## config.mk

```make
export PLATFORM = sky130hd
export DESIGN_NAME = tcc_top
export DESIGN_NICKNAME = d
export VERILOG_FILES = /design/src/include/tcc_pkg.sv /design/src/tcc_edge_det.sv /design/src/tcc_pin_ctrl.sv /design/src/tcc_top.sv
export SDC_FILE = /design/constraint.sdc
export NUM_CORES = 1
export LEC_CHECK = 0
export ABC_AREA = 1
export BUFFER_PORTS_ARGS = -buffer_cell sky130_fd_sc_hd__buf_2
export CORE_UTILIZATION = 30
export CTS_CLUSTER_SIZE = 16
export DETAILED_ROUTE_END_ITERATION = 10
export GPL_TIMING_DRIVEN = 0
export PLACE_DENSITY = 0.57
export REMOVE_ABC_BUFFERS = 1
export SETUP_SLACK_MARGIN = 0.15
export SYNTH_ARGS = -nofsm -noshare
export SYNTH_HDL_FRONTEND = slang
export SYNTH_SLANG_ARGS = --single-unit
export TNS_END_PERCENT = 50
```

## constraint.sdc

```tcl
create_clock -name REF_CLK_I -period 2.3 [get_ports REF_CLK_I]
set_clock_uncertainty 0.15 [all_clocks]
set_input_delay 0.575 -clock REF_CLK_I [delete_from_list [all_inputs] [get_ports REF_CLK_I]]
set_output_delay 0.575 -clock REF_CLK_I [all_outputs]
set_load 0.05 [all_outputs]
```

## src/include/tcc_pkg.sv

```systemverilog
// Shared constants, modes and decode for the timer channel block
package tcc_pkg;

  // ==========================================
  // Register byte addresses
  localparam logic [7:0] SC0_OFS = 8'h00;
  localparam logic [7:0] HI0_OFS = 8'h04;
  localparam logic [7:0] LO0_OFS = 8'h08;
  localparam logic [7:0] SC1_OFS = 8'h0c;
  localparam logic [7:0] HI1_OFS = 8'h10;
  localparam logic [7:0] LO1_OFS = 8'h14;

  // ==========================================
  // Status and control field positions
  localparam int FLAG_BIT = 7;
  localparam int IRQ_EN_BIT = 6;
  localparam int BUF_BIT = 5;
  localparam int MSA_BIT = 4;
  localparam int ELS_HI_BIT = 3;
  localparam int ELS_LO_BIT = 2;
  localparam int TOV_BIT = 1;
  localparam int MAX_BIT = 0;
  localparam logic [6:0] CTRL_RESET = 7'h00;

  // ==========================================
  // Edge/level field codes
  localparam logic [1:0] ELS_OFF = 2'h0;
  localparam logic [1:0] EDGE_RISE = 2'h1;
  localparam logic [1:0] EDGE_FALL = 2'h2;
  localparam logic [1:0] ACT_TOGGLE = 2'h1;
  localparam logic [1:0] ACT_CLEAR = 2'h2;
  localparam logic [1:0] ACT_SET = 2'h3;

  typedef enum logic [1:0] {
    TCC_PRESET,
    TCC_CAPTURE,
    TCC_COMPARE,
    TCC_BUFFERED
  } tcc_mode_type;

  // Channel function from buffered bit, mode bit A and edge field
  function automatic tcc_mode_type tcc_decode(input logic [6:0] ctrl);
    if (ctrl[ELS_HI_BIT:ELS_LO_BIT] == ELS_OFF) begin
      return TCC_PRESET;
    end else if (ctrl[BUF_BIT]) begin
      return TCC_BUFFERED;
    end else if (ctrl[MSA_BIT]) begin
      return TCC_COMPARE;
    end else begin
      return TCC_CAPTURE;
    end
  endfunction : tcc_decode

endpackage : tcc_pkg

```

## src/tcc_edge_det.sv

```systemverilog
// Active edge detector for one capture channel
`timescale 1ns/10ps
`default_nettype none
module tcc_edge_det (
  // Clock and reset
  input wire logic clk_i,
  input wire logic rst_n_i,
  // Pin and edge field
  input wire logic pin_i,
  input wire logic [1:0] els_i,
  // Edge pulse
  output logic edge_o
);

  logic prev_r;
  logic edge_r;
  logic rise;
  logic fall;

  assign rise = pin_i && !prev_r;
  assign fall = !pin_i && prev_r;
  assign edge_o = edge_r;

  // ==========================================
  // Edge sensing
  always_ff @(posedge clk_i or negedge rst_n_i) begin
    if (!rst_n_i) begin
      prev_r <= 1'h0;
    end else begin
      prev_r <= pin_i;
    end
  end

  // Low code bit picks rising, high code bit picks falling
  always_ff @(posedge clk_i or negedge rst_n_i) begin
    if (!rst_n_i) begin
      edge_r <= 1'h0;
    end else begin
      edge_r <= (els_i[0] && rise) || (els_i[1] && fall);
    end
  end
endmodule : tcc_edge_det
`default_nettype wire

```

## src/tcc_pin_ctrl.sv

```systemverilog
// Output level and drive control for one channel pin
`timescale 1ns/10ps
`default_nettype none
module tcc_pin_ctrl (
  // Clock and reset
  input wire logic clk_i,
  input wire logic rst_n_i,
  // Channel setup
  input wire tcc_pkg::tcc_mode_type mode_i,
  input wire logic msa_i,
  input wire logic [1:0] els_i,
  input wire logic tov_i,
  input wire logic max_i,
  // Timer events
  input wire logic match_i,
  input wire logic ovf_i,
  // Pin
  output logic pin_o,
  output logic oe_o
);

  logic out_r;
  logic max_eff_r;
  logic drive;
  logic max_nxt;

  assign drive = (mode_i == tcc_pkg::TCC_COMPARE) || (mode_i == tcc_pkg::TCC_BUFFERED);
  assign max_nxt = drive && tov_i && max_i && (els_i == tcc_pkg::ACT_CLEAR);
  assign pin_o = out_r;
  assign oe_o = drive;

  // ==========================================
  // Full duty is sampled only at overflow, so it starts at the next overflow
  always_ff @(posedge clk_i or negedge rst_n_i) begin
    if (!rst_n_i) begin
      max_eff_r <= 1'h0;
    end else if (!drive) begin
      max_eff_r <= 1'h0;
    end else if (ovf_i) begin
      max_eff_r <= max_nxt;
    end
  end

  // ==========================================
  // Output level
  always_ff @(posedge clk_i or negedge rst_n_i) begin
    if (!rst_n_i) begin
      out_r <= 1'h1;
    end else if (mode_i == tcc_pkg::TCC_PRESET) begin
      out_r <= !msa_i;
    end else if (drive && tov_i && ovf_i) begin
      out_r <= max_nxt || max_eff_r || !out_r;
    end else if (drive && match_i) begin
      case (els_i)
        tcc_pkg::ACT_TOGGLE: out_r <= !out_r;
        tcc_pkg::ACT_CLEAR: out_r <= max_eff_r;
        tcc_pkg::ACT_SET: out_r <= 1'h1;
        default: out_r <= out_r;
      endcase
    end
  end
endmodule : tcc_pin_ctrl
`default_nettype wire

```

## src/tcc_top.sv

```systemverilog
// Two-channel timer capture/compare block with APB register access
`timescale 1ns/10ps
`default_nettype none
// How it works
// - Only channel 0 keeps the buffered-mode bit; it enables buffered compare/PWM.
// - Pair link set: channel 1 control register dead, its pin returns to port.
// - With edge field nonzero, mode bit A picks compare (1) or capture (0).
// - With edge field zero, mode bit A gives preset level: 1 low, 0 high.
// - Edge field zero leaves the pin to the port; channel holds its preset.
// - Capture edges: 01 rising, 10 falling, 11 both.
// - Compare action: 00 none, 01 toggle, 10 clear, 11 set; same when buffered.
// - Reset clears buffered, mode A, edge field and overflow toggle bits.
// - Overflow toggle flips a compare pin each overflow; no effect in capture.
// - Overflow action wins over a simultaneous compare when toggle is on.
// - Full-duty bit forces output high from next period, with toggle and clear.
// - Clear on compare, no toggle and no full duty give a low output.
// - Value pair holds capture or compare value; undefined after reset.
// - In capture mode a high-byte read blocks captures until the low read.
// - In compare modes a high-byte write blocks compares until the low write.
// - Flag sets on capture or match; read set then write 0 clears it.
module tcc_top (
  // Clock and reset
  input wire logic REF_CLK_I,
  input wire logic ARST_N_I,
  // APB slave
  input wire logic PSEL_I,
  input wire logic PENABLE_I,
  input wire logic PWRITE_I,
  input wire logic [7:0] PADDR_I,
  input wire logic [31:0] PWDATA_I,
  output logic [31:0] PRDATA_O,
  output logic PREADY_O,
  output logic PSLVERR_O,
  // Counter
  input wire logic [15:0] COUNT_I,
  input wire logic COUNT_TICK_I,
  input wire logic OVERFLOW_I,
  input wire logic COUNTER_HALT_I,
  // Channel pins
  input wire logic [1:0] CHANNEL_PIN_I,
  output logic [1:0] CHANNEL_PIN_O,
  output logic [1:0] CHANNEL_PIN_OE_O
);

  localparam int NCH = 2;

  logic [6:0] ctrl_r [NCH];
  logic [15:0] val_r [NCH];
  logic [NCH-1:0] flag_r;
  logic [NCH-1:0] arm_r;
  logic [NCH-1:0] rlock_r;
  logic [NCH-1:0] wlock_r;
  logic last_r;
  logic act_r;
  logic [31:0] prdata_r;
  logic access;
  logic setup;
  logic wr;
  logic rd;
  logic mapped;
  logic linked;
  logic [NCH-1:0] hit_sc;
  logic [NCH-1:0] hit_hi;
  logic [NCH-1:0] hit_lo;
  logic [NCH-1:0] sc_dis;
  logic [NCH-1:0] cmp_en;
  logic [NCH-1:0] wl_en;
  logic [NCH-1:0] edge_w;
  logic [NCH-1:0] cap_ev;
  logic [NCH-1:0] match;
  logic [NCH-1:0] ev;
  logic [6:0] eff_w [NCH];
  logic [15:0] cmp_val [NCH];
  tcc_pkg::tcc_mode_type mode_w [NCH];
  logic [7:0] rd_byte;

  // ==========================================
  // APB handshake
  // One setup cycle gives time to register read data
  assign access = PSEL_I && PENABLE_I;
  assign setup = PSEL_I && !PENABLE_I;
  assign wr = access && PWRITE_I;
  assign rd = access && !PWRITE_I;
  assign PREADY_O = access;
  assign PSLVERR_O = access && !mapped;
  assign PRDATA_O = prdata_r;

  always_comb begin
    hit_sc = '0;
    hit_hi = '0;
    hit_lo = '0;
    mapped = 1'h1;
    if (PADDR_I == tcc_pkg::SC0_OFS) begin
      hit_sc[0] = 1'h1;
    end else if (PADDR_I == tcc_pkg::HI0_OFS) begin
      hit_hi[0] = 1'h1;
    end else if (PADDR_I == tcc_pkg::LO0_OFS) begin
      hit_lo[0] = 1'h1;
    end else if (PADDR_I == tcc_pkg::SC1_OFS) begin
      hit_sc[1] = 1'h1;
    end else if (PADDR_I == tcc_pkg::HI1_OFS) begin
      hit_hi[1] = 1'h1;
    end else if (PADDR_I == tcc_pkg::LO1_OFS) begin
      hit_lo[1] = 1'h1;
    end else begin
      mapped = 1'h0;
    end
  end

  // ==========================================
  // Channel setup as seen by the logic
  assign linked = ctrl_r[0][tcc_pkg::BUF_BIT];
  assign sc_dis = {linked, 1'h0};

  always_comb begin
    eff_w[0] = ctrl_r[0];
    eff_w[1] = linked ? 7'h00 : ctrl_r[1];
    for (int ch = 0; ch < NCH; ch++) begin
      mode_w[ch] = tcc_pkg::tcc_decode(eff_w[ch]);
      cmp_en[ch] = eff_w[ch][tcc_pkg::BUF_BIT] || eff_w[ch][tcc_pkg::MSA_BIT];
    end
  end

  assign wl_en = {cmp_en[1] || linked, cmp_en[0]};
  assign cmp_val[0] = (linked && act_r) ? val_r[1] : val_r[0];
  assign cmp_val[1] = val_r[1];

  always_comb begin
    for (int ch = 0; ch < NCH; ch++) begin
      cap_ev[ch] = (mode_w[ch] == tcc_pkg::TCC_CAPTURE) && edge_w[ch] && !COUNTER_HALT_I;
    end
    match[0] = COUNT_TICK_I && (COUNT_I == cmp_val[0]) && cmp_en[0]
      && !((linked && act_r) ? wlock_r[1] : wlock_r[0]);
    match[1] = COUNT_TICK_I && (COUNT_I == cmp_val[1]) && cmp_en[1] && !wlock_r[1];
  end

  assign ev = cap_ev | match;

  // ==========================================
  // Read data
  always_comb begin
    rd_byte = 8'h00;
    for (int ch = 0; ch < NCH; ch++) begin
      if (hit_sc[ch] && !sc_dis[ch]) begin
        rd_byte = {flag_r[ch], ctrl_r[ch]};
      end else if (hit_hi[ch]) begin
        rd_byte = val_r[ch][15:8];
      end else if (hit_lo[ch]) begin
        rd_byte = val_r[ch][7:0];
      end
    end
  end

  always_ff @(posedge REF_CLK_I or negedge ARST_N_I) begin
    if (!ARST_N_I) begin
      prdata_r <= 32'h0000_0000;
    end else if (setup) begin
      prdata_r <= {24'h00_0000, rd_byte};
    end
  end

  // ==========================================
  // Control bits
  always_ff @(posedge REF_CLK_I or negedge ARST_N_I) begin
    if (!ARST_N_I) begin
      ctrl_r[0] <= tcc_pkg::CTRL_RESET;
      ctrl_r[1] <= tcc_pkg::CTRL_RESET;
    end else begin
      if (wr && hit_sc[0]) begin
        ctrl_r[0] <= PWDATA_I[6:0];
      end
      if (wr && hit_sc[1] && !linked) begin
        ctrl_r[1] <= PWDATA_I[6:0] & ~(7'h01 << tcc_pkg::BUF_BIT);
      end
    end
  end

  // ==========================================
  // Event flags: a new event beats the clear and disarms it
  always_ff @(posedge REF_CLK_I or negedge ARST_N_I) begin
    if (!ARST_N_I) begin
      flag_r <= '0;
      arm_r <= '0;
    end else begin
      for (int ch = 0; ch < NCH; ch++) begin
        if (ev[ch]) begin
          flag_r[ch] <= 1'h1;
          arm_r[ch] <= 1'h0;
        end else if (wr && hit_sc[ch] && !sc_dis[ch]) begin
          if (arm_r[ch] && !PWDATA_I[tcc_pkg::FLAG_BIT]) begin
            flag_r[ch] <= 1'h0;
          end
          arm_r[ch] <= 1'h0;
        end else if (rd && hit_sc[ch] && !sc_dis[ch] && flag_r[ch]) begin
          arm_r[ch] <= 1'h1;
        end
      end
    end
  end

  // ==========================================
  // Two-byte coherency locks
  always_ff @(posedge REF_CLK_I or negedge ARST_N_I) begin
    if (!ARST_N_I) begin
      rlock_r <= '0;
      wlock_r <= '0;
    end else begin
      for (int ch = 0; ch < NCH; ch++) begin
        if (rd && hit_lo[ch]) begin
          rlock_r[ch] <= 1'h0;
        end else if (rd && hit_hi[ch] && mode_w[ch] == tcc_pkg::TCC_CAPTURE) begin
          rlock_r[ch] <= 1'h1;
        end
        if (wr && hit_lo[ch]) begin
          wlock_r[ch] <= 1'h0;
        end else if (wr && hit_hi[ch] && wl_en[ch]) begin
          wlock_r[ch] <= 1'h1;
        end
      end
    end
  end

  // ==========================================
  // Value pairs carry no reset; software must load them before use
  always_ff @(posedge REF_CLK_I) begin
    for (int ch = 0; ch < NCH; ch++) begin
      if (wr && hit_hi[ch]) begin
        val_r[ch][15:8] <= PWDATA_I[7:0];
      end else if (wr && hit_lo[ch]) begin
        val_r[ch][7:0] <= PWDATA_I[7:0];
      end else if (cap_ev[ch] && !rlock_r[ch]) begin
        val_r[ch] <= COUNT_I;
      end
    end
  end

  // ==========================================
  // Buffered pair selection
  always_ff @(posedge REF_CLK_I or negedge ARST_N_I) begin
    if (!ARST_N_I) begin
      last_r <= 1'h0;
      act_r <= 1'h0;
    end else if (!linked) begin
      last_r <= 1'h0;
      act_r <= 1'h0;
    end else begin
      if (wr && hit_lo[0]) begin
        last_r <= 1'h0;
      end else if (wr && hit_lo[1]) begin
        last_r <= 1'h1;
      end
      if (OVERFLOW_I) begin
        act_r <= last_r;
      end
    end
  end

  // ==========================================
  // Per-channel edge and pin logic
  for (genvar ch = 0; ch < NCH; ch++) begin : g_ch
    tcc_edge_det u_edge (
      .clk_i(REF_CLK_I),
      .rst_n_i(ARST_N_I),
      .pin_i(CHANNEL_PIN_I[ch]),
      .els_i(eff_w[ch][tcc_pkg::ELS_HI_BIT:tcc_pkg::ELS_LO_BIT]),
      .edge_o(edge_w[ch])
    );
    tcc_pin_ctrl u_pin (
      .clk_i(REF_CLK_I),
      .rst_n_i(ARST_N_I),
      .mode_i(mode_w[ch]),
      .msa_i(eff_w[ch][tcc_pkg::MSA_BIT]),
      .els_i(eff_w[ch][tcc_pkg::ELS_HI_BIT:tcc_pkg::ELS_LO_BIT]),
      .tov_i(eff_w[ch][tcc_pkg::TOV_BIT]),
      .max_i(eff_w[ch][tcc_pkg::MAX_BIT]),
      .match_i(match[ch]),
      .ovf_i(OVERFLOW_I),
      .pin_o(CHANNEL_PIN_O[ch]),
      .oe_o(CHANNEL_PIN_OE_O[ch])
    );
  end
endmodule : tcc_top
`default_nettype wire

```

==> results of run 1 <==
[registers in the layout, summed over array words and instances (netlist names)]
register and flops:
g_ch.u_edge.edge_o 2, act_r 1, val_r 32, ctrl_r 13, wlock_r 2, g_ch.u_edge.prev_r 2
last_r 1, arm_r 2, g_ch.u_pin.pin_o 2, g_ch.u_pin.max_eff_r 2, rlock_r 2, PRDATA_O 8
flag_r 2
[path summary, 6_finish.rpt]
path                            slack [ns]                   from  cells past startpoint                    end
worst max-delay path                  0.11             ctrl_r[12]                      4    CHANNEL_PIN_OE_O[0]
worst min-delay path                  0.20               ARST_N_I                      1            PRDATA_O[7]
worst max register to register        0.14             ctrl_r[12]                      8            val_r[0][4]
worst min register to register        0.32  g_ch[1].u_edge.prev_r                      1  g_ch[1].u_edge.edge_o
max in group asynchronous             1.12               ARST_N_I                      1             ctrl_r[12]
min in group REF_CLK_I                0.20       CHANNEL_PIN_I[1]                      1  g_ch[1].u_edge.prev_r
[per-stage QoR]
step	std cells	setup slack (ns)
finish	878	0.111
CTS	857	0.0616
detailed placement	827	-1.33
floorplan	588	-0.942
global route	878	0.0583
global placement	827	-1.26
[final cells by class]
type	instances	share of cell area (%)
clock buffers	16	4.97
inverters	79	5.41
multi-input cells	442	41.7
flip-flops and latches	71	33.0
well taps	184	3.91
repair buffers	86	11.0
[placed cells by master (no fill, tap or decap), types with 2 or more instances in the layout]
cell,netlist,routed
nand2_1,180,157
inv_1,73,65
nor2_1,55,48
buf_2,2,46
nand3_1,47,43
dfrtp_1,37,35
edfxtp_1,32,32
o21ai_0,25,25
conb_1,1,24
buf_4,30,24
o21ai_2,16,18
nand2_2,1,15
o21ai_1,17,15
a21oi_1,16,15
nand2_4,7,11
nand4_1,11,11
nor2_4,2,10
clkbuf_16,0,10
nand3_4,3,9
inv_2,3,8
xnor2_1,8,8
buf_6,5,8
buf_12,0,6
nand2_8,0,5
inv_4,0,4
clkbuf_1,2,4
nor2_2,4,3
o31ai_1,3,3
nor3_1,3,3
a31oi_1,3,3
nand3_2,0,2
xor2_1,2,2
clkbuf_8,0,2
dfstp_2,2,2
buf_8,0,2
[power by group through the flow]
stage	logic, uW	clock network [uW]	registers (uW)
finish	437	1400	1360
global route	475	1470	1370
CTS	405	1410	1360
detailed placement	393	0	1390
global placement	394	0	1390
floorplan	242	0	1410
[critical path, delay by kind of cell (launching register included)]
family                 cells  cell delay [ns]
AO/OA/AOI/OAI              1             0.20
buffers and inverters      3             0.44
flip-flops                 1             0.48
[kinds of logic (layout without fill, tap and decap cells)]
family	Yosys count	in the layout	synth area share [%]
buf+inv	118	181	13.1
compound gates	88	88	11.7
other cells	1	24	0.0820
simple gates	316	320	30.8
flops	71	71	42.4
xor+xnor	10	10	1.91
[per-layer routing]
layer / GRT usage [%] / vias up
met1: 26.1 / 1982
met3: 3.98 / 23
met2: 31.6 / 185
li1: - / 2097
met4: 7.03 / 0
met5: 0 / -
[what timing repair did]
item                       in CTS  in global routing
resized for setup              34                 68
hold endpoints to repair        0                  0
hold buffers                    0                  0
pin swaps                       6                 13
gates cloned                    3                  1
setup buffers                  11                 20
setup endpoints to repair      81                 86
==> results.md, run 1 <==
* Slowest cell on the critical path: dfrtp_4
* Worst Hold Slack at 0.200 ns
* Die X at approximately 130 um
* Ant. Diodes at 0
* CP max FO at 5
* Setup CP Type: reg2out
* Seq pwr share at between 40% and 50%
* Top layer in use: met4
* Fin nets at 755
* Slew Viols, Final at 0
* Filler Cell Count at between 1000 and 1500
* Root buf cell: clkbuf_16
* Clk slew on worst S/H paths at around 0.06 ns
* Worst EP arrival at 1.46 ns
* FF+latch area at 1940 um^2
* FFs w/ async S/R, synth at a little over half
* Fin area at between 5000 and 6000 um^2
* Drc violations at 10
* Power Dens Cells at between 500 and 600 nW/um^2
* DRT met1 WL at between 6000 and 7000 um
* Hold Vio Cnt, Final at 0
* Minimum clock period at approximately 2.2 ns
* Die area at between 15000 and 20000 um^2
* Synthesized area at between 4000 and 5000 um^2
* Area Overhead vs Synth at 28.8%
* Period utilization at 95.2%
* Mean post-synth cell area at ~7.6 um^2
* Largest net degree at the start of global routing at 40
* Psw at around 870 uW
* Failing checks: design-rule violations
* Core Area at between 10000 and 15000 um^2
* RSZ-0062 raised after global routing: yes
* Final Total Pwr at roughly 3200 uW
* Post-synthesis cell count at between 600 and 700
* Global-route wire length before repair at ~23000 um
* WL per Instance at 17.1 um
* Initial core utilization at 31.1%
* F_max at 457 MHz
* Total CTS buffers at 9
* GR Util All Layers at 19.6%
* Switching share of total power at a little over a quarter
* Most frequent cell after synthesis: nand2_1
* Dominant cell type by area after synthesis: edfxtp_1
* Routed wl met3 at around 1100 um
* Int Pwr at 2320 uW
* Post-DP Area at slightly below 5000 um^2
* Ranking of synthesized cells by area: edfxtp_1, dfrtp_1, nand2_1, inv_1, nand3_1
* Critical Path RT at roughly 1.6 ns
* Setup crit start kind: flip-flop
* IO Port Bufs at 55
* Initial drt markers at ~360
* Clk_lat worst skew at between 0.3 and 0.4 ns
* Final Util at around two fifths
* Slew HR at between 40% and 50%
* Routed WL at between 10000 and 15000 um
* WL met2 at slightly below 7000 um
* Clock network power share at roughly 44%
* Congestion Overflow GR at 0
* H-tree depth at 3
* Seq/Total Area, Yosys at 42.4%
* Outcome: finished, violations left
* Setup TNS at 0 ns
* Via count at 4287
* Placer congestion estimate at approximately 0.85
* Boundary Pins at about 100
* Layout cell share with drive strength beyond 1 at between 20 and 30%
* Cell Rows at 44
* Total of max-cap violations at 0
* Area of the multi-input gates at about 2500 um^2
* Top FF cell, synth: dfrtp_1
* Clock sink count at around 70
* #FFs+latches synth at a little over 70
* Netlist cell types at 41
* Worst min path class: in2async
* Max stage delay on crit path at 0.48 ns
* Initial antenna violation count at 0
* Most frequent cells after synthesis: nand2_1, inv_1, nor2_1
* Post-DP HPWL at 9940 um
* Die Y at ~130 um
* Endpoint class of the critical path: output pin
* Worst VDD drop at around 350 uV
* TritonCTS clock tree: built
* Final Setup Violations at 0
* Vias in the first global route at 4073
* Combinational Power Share at 13.7%
* Worst-case clock buffer depth at 2
* Drt pass-1 iters at 10
* Number of vias per cell at between 4 and 5
* Post-synth EDFFs at 32
* Slew @ Worst Pin at around 0.90 ns
* Post-DRT Antenna Nets at 0
* Synth warn at 0
* Leak Pwr at roughly 0.0029 uW
* Top cell type's share of synthesized area at 21.0%
* Cell Chain, Critical Path: inv_8 -> buf_12 -> a21oi_2 -> buf_4
(Power assumes the default switching activity.)
==> run 2: changes to the inputs <==
==> constraint.sdc (replaced) <==
create_clock -name REF_CLK_I -period 2.3 [get_ports REF_CLK_I]
set_clock_uncertainty 0.15 [all_clocks]
set_input_delay 0.345 -clock REF_CLK_I [delete_from_list [all_inputs] [get_ports REF_CLK_I]]
set_output_delay 0.345 -clock REF_CLK_I [all_outputs]
set_load 0.005 [all_outputs]
==> run 2 against run 1 <==
Compared with the run above: the run ends with design-rule violations, negative hold slack left; sequential power hardly changed; clock power about the same; combinational power is 32% lower; critical path depth increased by 7; count of clock-buffer cells in the layout is the same; die area did not move; hold slack worse by 0.23 ns; cell count shrank 2.1%; first-iteration DRC count shrank 9.2%; non-clock buffer count decreased by 18; utilization fell by 2.9 points; highest routed layer unchanged.
==> results.md, run 2 (synthesis results as in run 1) <==
* Outcome: finished, violations left (unchanged)
* Failing checks: design-rule violations, negative hold slack (was design-rule violations)
* Worst min path class: in2async (unchanged)
* Setup crit start kind: flip-flop (unchanged)
* Total of max-cap violations at 0 (unchanged)
* R2r endpoint: val_r[1][14] (was val_r[0][4])
* Placer congestion estimate at 0.851 (unchanged)
* Minimum clock period at 2.13 ns (was 2.19 ns)
* Layout cell share with drive strength beyond 1 at 20.4% (was 27.7%)
* Die Y at 126 um (unchanged)
* Int Pwr at 2310 uW (was 2320 uW)
* Vias in the first global route at 4027 (was 4073)
* Critical Path RT at 2.24 ns (was 1.57 ns)
* Clock network power share at 45.8% (was 43.7%)
* Post-DP HPWL at 9940 um (unchanged)
* Worst Setup SP: ctrl_r[12] (unchanged)
* Hold Vio Cnt, Final at 37 (was 0)
* Via count at 4199 (was 4287)
* Boundary Pins at 104 (unchanged)
* Ant. Diodes at 0 (unchanged)
* Largest net degree at the start of global routing at 40 (unchanged)
* CP max FO at 7 (was 5)
* Clock sink count at 71 (unchanged)
* Worst-case clock buffer depth at 2 (unchanged)
* Clk_lat worst skew at 0.35 ns (about the same)
* Global-route wire length before repair at 22600 um (was 22800 um)
* Setup TNS at 0 ns (unchanged)
* Post-DP Area at 4870 um^2 (unchanged)
* Fin nets at 737 (was 755)
* Slew @ Worst Pin at 0.895 ns (was 0.899 ns)
* Reg2reg setup slack at 0.17 ns (was 0.14 ns)
* Slew Viols, Final at 0 (unchanged)
* Reg2Reg Launch Point: ctrl_r[12] (unchanged)
* Root buf cell: clkbuf_16 (unchanged)
* Slew HR at 40.3% (was 40.1%)
* Worst EP arrival at 2.07 ns (was 1.46 ns)
* Most common cell after layout, fill and taps aside: nand2_1 (unchanged)
* Drc violations at 10 (unchanged)
* Switching share of total power at 24.6% (was 27.3%)
* Seq pwr share at 44.6% (was 42.7%)
* Final Setup Violations at 0 (unchanged)
* Clk slew on worst S/H paths at 0.06 ns (about the same)
* Combinational Power Share at 9.6% (was 13.7%)
* Endpoint class of the critical path: flip-flop (was output pin)
* Worst VDD drop at 345 uV (was 354 uV)
* Worst Reg-to-Reg Cells at 11 (was 8)
* Setup CP Type: reg2reg (was reg2out)
* Initial core utilization at 31.1% (unchanged)
* Cell Rows at 44 (unchanged)
* Core Area at 14700 um^2 (unchanged)
* TritonCTS clock tree: built (unchanged)
* Number of vias per cell at 4.88 (about the same)
* Die X at 126 um (unchanged)
* GR Util All Layers at 19.5% (was 19.6%)
* H-tree depth at 3 (unchanged)
* Post-DRT Antenna Nets at 0 (unchanged)
* Routed WL at 14600 um (was 15000 um)
* Fin area at 5470 um^2 (was 5890 um^2)
* Power Dens Cells at 559 nW/um^2 (was 542 nW/um^2)
* Leak Pwr at 0.00272 uW (was 0.00287 uW)
* Drt pass-1 iters at 8 (was 10)
* Max FFs per register at 32 (unchanged)
* Initial antenna violation count at 0 (unchanged)
* Initial drt markers at 324 (was 357)
* WL per Instance at 17.0 um (was 17.1 um)
* Worst Hold Slack at -0.0275 ns (was 0.200 ns)
* Commonest cells after routing, fill and taps aside: nand2_1, inv_1, buf_2 (was nand2_1, inv_1, nor2_1)
* IO Port Bufs at 55 (unchanged)
* Period utilization at 92.6% (was 95.2%)
* Psw at 752 uW (was 873 uW)
* Total CTS buffers at 9 (unchanged)
* F_max at 470 MHz (was 457 MHz)
* Biggest register: val_r (unchanged)
* RSZ-0062 raised after global routing: yes (unchanged)
* Die area at 15800 um^2 (unchanged)
* Congestion Overflow GR at 0 (unchanged)
* Area Overhead vs Synth at 19.6% (was 28.8%)
==> run 2: cell types whose count changed in the layout (fill, tap and decap cells not counted), moves of 8 or more <==
cell     previous run  this run
buf_4              24         8
nand2_2            15         7
nand2_1           157       171
buf_2              46        55
buf_6               8         0
inv_1              65        73
==> run 2: cell type report <==
type | count | area (um^2)
inverter | 79 | 305
timing repair buffer | 68 | 415
sequential | 71 | 1940
multi-input combinational | 442 | 2280
fill | 1537 | 9230
clock buffer | 16 | 293
tap | 184 | 230
==> run 2: worst max-delay path, cell delays in order, from the launching register on <==
cell and delay, ns:
dfrtp_4 0.50, clkinv_4 0.10, nand2_4 0.07, nand2_4 0.08, inv_2 0.05, nor2_4 0.11
nand3_4 0.10, nor2_4 0.21, nand3_4 0.16, buf_12 0.18, nand2_1 0.10, o21ai_2 0.06
==> run 2: per-layer routing <==
layer / vias to the layer above / global-route usage, % / wire length [um]
li1: 2057 / - / -
met1: 1940 / 26.2 / 6820
met2: 181 / 30.9 / 6580
met3: 21 / 4.19 / 996
met4: 0 / 6.67 / 256
met5: - / 0 / 0
==> run 2: what timing repair did <==
action | 4_1_cts | 5_1_grt
setup buffers | 5 | 6
cloned | 3 | 1
hold buffers | 2 | 0
pin swaps | 3 | 3
resized for setup | 16 | 14
endpoints found under the setup margin | 80 | 61
endpoints found under the hold margin | 2 | 0
==> run 2: metrics by stage <==
step / std cells / hold WS [ns] / setup slack, ns / power (uW) / util, %
finish: 860 / -0.0275 / 0.171 / 3060 / 37.2
global route: 860 / 0.0467 / 0.0631 / 3180 / 37.2
CTS: 853 / 0.0179 / 0.0898 / 3070 / 36.4
detailed placement: 827 / 0.297 / -1.10 / 1670 / 33.1
global placement: 827 / 0.308 / -1.03 / 1670 / 33.1
floorplan: 588 / -0.101 / 0.0380 / 1540 / -
==> run 2: worst max-delay path by stage <==
stage | slack (ns) | cells past startpoint | endpoint
floorplan | 0.04 | 6 | val_r[1][0]
global placement | -1.03 | 7 | val_r[1][5]
CTS | 0.09 | 7 | flag_r[1]
global route | 0.06 | 11 | val_r[1][11]
detailed placement | -1.10 | 7 | val_r[1][4]
finish | 0.17 | 11 | val_r[1][14]
==> run 2: power by group through the flow <==
stage / clock (uW) / combinational, uW / sequential, uW
finish: 1400 / 295 / 1360
global route: 1480 / 334 / 1370
CTS: 1410 / 290 / 1360
detailed placement: 0 / 282 / 1390
global placement: 0 / 282 / 1390
floorplan: 0 / 158 / 1380
==> run 3: changes to the inputs <==
--- a/config.mk
+++ b/config.mk
@@ -12,6 +12,7 @@
 export DETAILED_ROUTE_END_ITERATION = 10
 export GPL_TIMING_DRIVEN = 0
 export PLACE_DENSITY = 0.57
+export RECOVER_POWER = 50
 export REMOVE_ABC_BUFFERS = 1
 export SETUP_SLACK_MARGIN = 0.15
 export SYNTH_ARGS = -nofsm -noshare
==> run 3 against run 2 <==
Compared with the run above: the run ends with design-rule violations left; largest power group unchanged; sequential share of layout area is 0.098 points higher; count of clock-buffer cells in the layout unchanged; global-route usage unchanged; cell count unchanged; hold slack gained 0.042 ns.
==> results.md, run 3 (synthesis results as in run 1) <==
* Outcome: finished, violations left (unchanged)
* Failing checks: design-rule violations (was design-rule violations, negative hold slack)
* R2r endpoint: val_r[1][14] (unchanged)
* Slew @ Worst Pin at 1.01 ns (was 0.895 ns)
* Global-route wire length before repair at 22600 um (unchanged)
* Reg2Reg Launch Point: ctrl_r[12] (unchanged)
* Int Pwr at 2310 uW (about the same)
* Switching share of total power at 24.4% (was 24.6%)
* Worst Reg-to-Reg Cells at 11 (unchanged)
* Biggest register: val_r (unchanged)
* Clk slew on worst S/H paths at 0.06 ns (about the same)
* Slew Viols, Final at 0 (unchanged)
* Total CTS buffers at 9 (unchanged)
* Worst Hold Slack at 0.0147 ns (was -0.0275 ns)
* Area Overhead vs Synth at 19.3% (was 19.6%)
* Post-DRT Antenna Nets at 0 (unchanged)
* FF+latch area at 1940 um^2 (unchanged)
* Fin nets at 737 (unchanged)
* Combinational Power Share at 9.6% (about the same)
* Psw at 746 uW (was 752 uW)
* Setup crit start kind: flip-flop (unchanged)
* Seq pwr share at 44.7% (was 44.6%)
* Critical Path RT at 2.24 ns (about the same)
* Clock sink count at 71 (unchanged)
* Commonest cells after routing, fill and taps aside: nand2_1, inv_1, nor2_1 (was nand2_1, inv_1, buf_2)
* TritonCTS clock tree: built (unchanged)
* Placer congestion estimate at 0.851 (unchanged)
* Final Setup Violations at 0 (unchanged)
* Setup TNS at 0 ns (unchanged)
* Initial drt markers at 336 (was 324)
* Worst EP arrival at 2.07 ns (about the same)
* Slew HR at 32.5% (was 40.3%)
* RSZ-0062 raised after global routing: yes (unchanged)
* GR Util All Layers at 19.5% (unchanged)
* Total of max-cap violations at 0 (unchanged)
* Max FFs per register at 32 (unchanged)
* IO Port Bufs at 55 (unchanged)
* Largest net degree at the start of global routing at 40 (unchanged)
* Cell Chain, Critical Path: clkinv_4 -> nand2_4 -> nand2_4 -> inv_2 -> nor2_4 -> nand3_4 -> nor2_4 -> nand3_4 -> buf_12 -> nand2_1 -> o21ai_2 (unchanged)
* Number of vias per cell at 4.90 (was 4.88)
* Cell Rows at 44 (unchanged)
* Most common cell after layout, fill and taps aside: nand2_1 (unchanged)
* Worst min path class: in2async (unchanged)
* Routed WL at 14600 um (about the same)
* Worst Setup SP: ctrl_r[12] (unchanged)
* CP max FO at 7 (unchanged)
* Drt pass-1 iters at 9 (was 8)
* Area of the multi-input gates at 2280 um^2 (about the same)
* WL per Instance at 17.0 um (about the same)
* Boundary Pins at 104 (unchanged)
* Die area at 15800 um^2 (unchanged)
* Congestion Overflow GR at 0 (unchanged)
* Drc violations at 10 (unchanged)
* Power Dens Cells at 559 nW/um^2 (about the same)
* Clk_lat worst skew at 0.35 ns (about the same)
* Post-DP HPWL at 9940 um (unchanged)
* Place WS at -1.10 ns (unchanged)
* Max stage delay on crit path at 0.50 ns (about the same)
* Period utilization at 92.7% (was 92.6%)
* Vias in the first global route at 4027 (unchanged)
* Worst-case clock buffer depth at 2 (unchanged)
* Slowest cell on the critical path: dfrtp_4 (unchanged)
* Endpoint class of the critical path: flip-flop (unchanged)
* Worst VDD drop at 342 uV (was 345 uV)
* Setup ws final at 0.169 ns (was 0.171 ns)
* Ant. Diodes at 0 (unchanged)
* Core Area at 14700 um^2 (unchanged)
* Leak Pwr at 0.00270 uW (was 0.00272 uW)
* Initial core utilization at 31.1% (unchanged)
* Filler Cell Count at 1543 (was 1537)
* H-tree depth at 3 (unchanged)
* Layout cell share with drive strength beyond 1 at 18.9% (was 20.4%)
* Die Y at 126 um (unchanged)
* Initial antenna violation count at 0 (unchanged)
* Setup CP Type: reg2reg (unchanged)
* Root buf cell: clkbuf_16 (unchanged)
* Clock network power share at 45.7% (was 45.8%)
* Hold Vio Cnt, Final at 0 (was 37)
* Die X at 126 um (unchanged)
* Via count at 4210 (was 4199)
* Minimum clock period at 2.13 ns (about the same)
* Reg2reg setup slack at 0.17 ns (about the same)
* F_max at 469 MHz (was 470 MHz)
-- run 3: worst max path at each step --
stage	to	slack [ns]	depth (start not counted)
after floorplan	val_r[1][0]	0.04	6
final	val_r[1][14]	0.17	11
after CTS	flag_r[1]	0.09	7
after global placement	val_r[1][5]	-1.03	7
after detailed placement	val_r[1][4]	-1.10	7
after global routing	val_r[1][11]	0.06	11
-- run 3: metrics by stage --
stage,total power (uW),cell area [um^2],utilization [%],std cells
floorplan,1540,4360,-,588
global placement,1670,4870,33.1,827
detailed placement,1670,4870,33.1,827
CTS,3070,5350,36.4,853
global route,3170,5460,37.1,860
finish,3050,5460,37.1,860
-- run 3: what timing repair did --
action                     CTS  global route
hold buffers                 2             0
buffers inserted             5             6
setup endpoints to repair   80            61
pin swaps                    3             3
gates cloned                 3             1
gates resized for setup     16            14
hold endpoints to repair     2             0
-- run 3: layer usage --
layer,track usage [%],vias up,wire [um]
li1,-,2055,-
met1,26.2,1963,6700
met2,30.9,172,6580
met3,4.19,20,1060
met4,6.67,0,240
met5,0,-,0
-- run 3: layout make-up --
| type | instances | share of cell area (%) |
|---|---|---|
| Clock buffer | 16 | 5.37 |
| Timing Repair Buffer | 68 | 7.43 |
| Tap cell | 184 | 4.22 |
| Inverter | 79 | 5.55 |
| Sequential cell | 71 | 35.6 |
| Multi-Input combinational cell | 442 | 41.8 |
-- run 3: worst max-delay path, delay by kind of cell (launching register included) --
kind	cells	cell delay (ns)
AOI/OAI and AO/OA	1	0.06
buffers and inverters	3	0.33
DFF	1	0.50
and+or+nand+nor	7	0.83
-- run 3: power by group through the flow --
stage / Sequential [uW] / Combinational (uW) / Clock (uW)
floorplan: 1380 / 158 / 0
global placement: 1390 / 282 / 0
detailed placement: 1390 / 282 / 0
CTS: 1360 / 290 / 1410
global route: 1360 / 332 / 1480
finish: 1360 / 293 / 1400
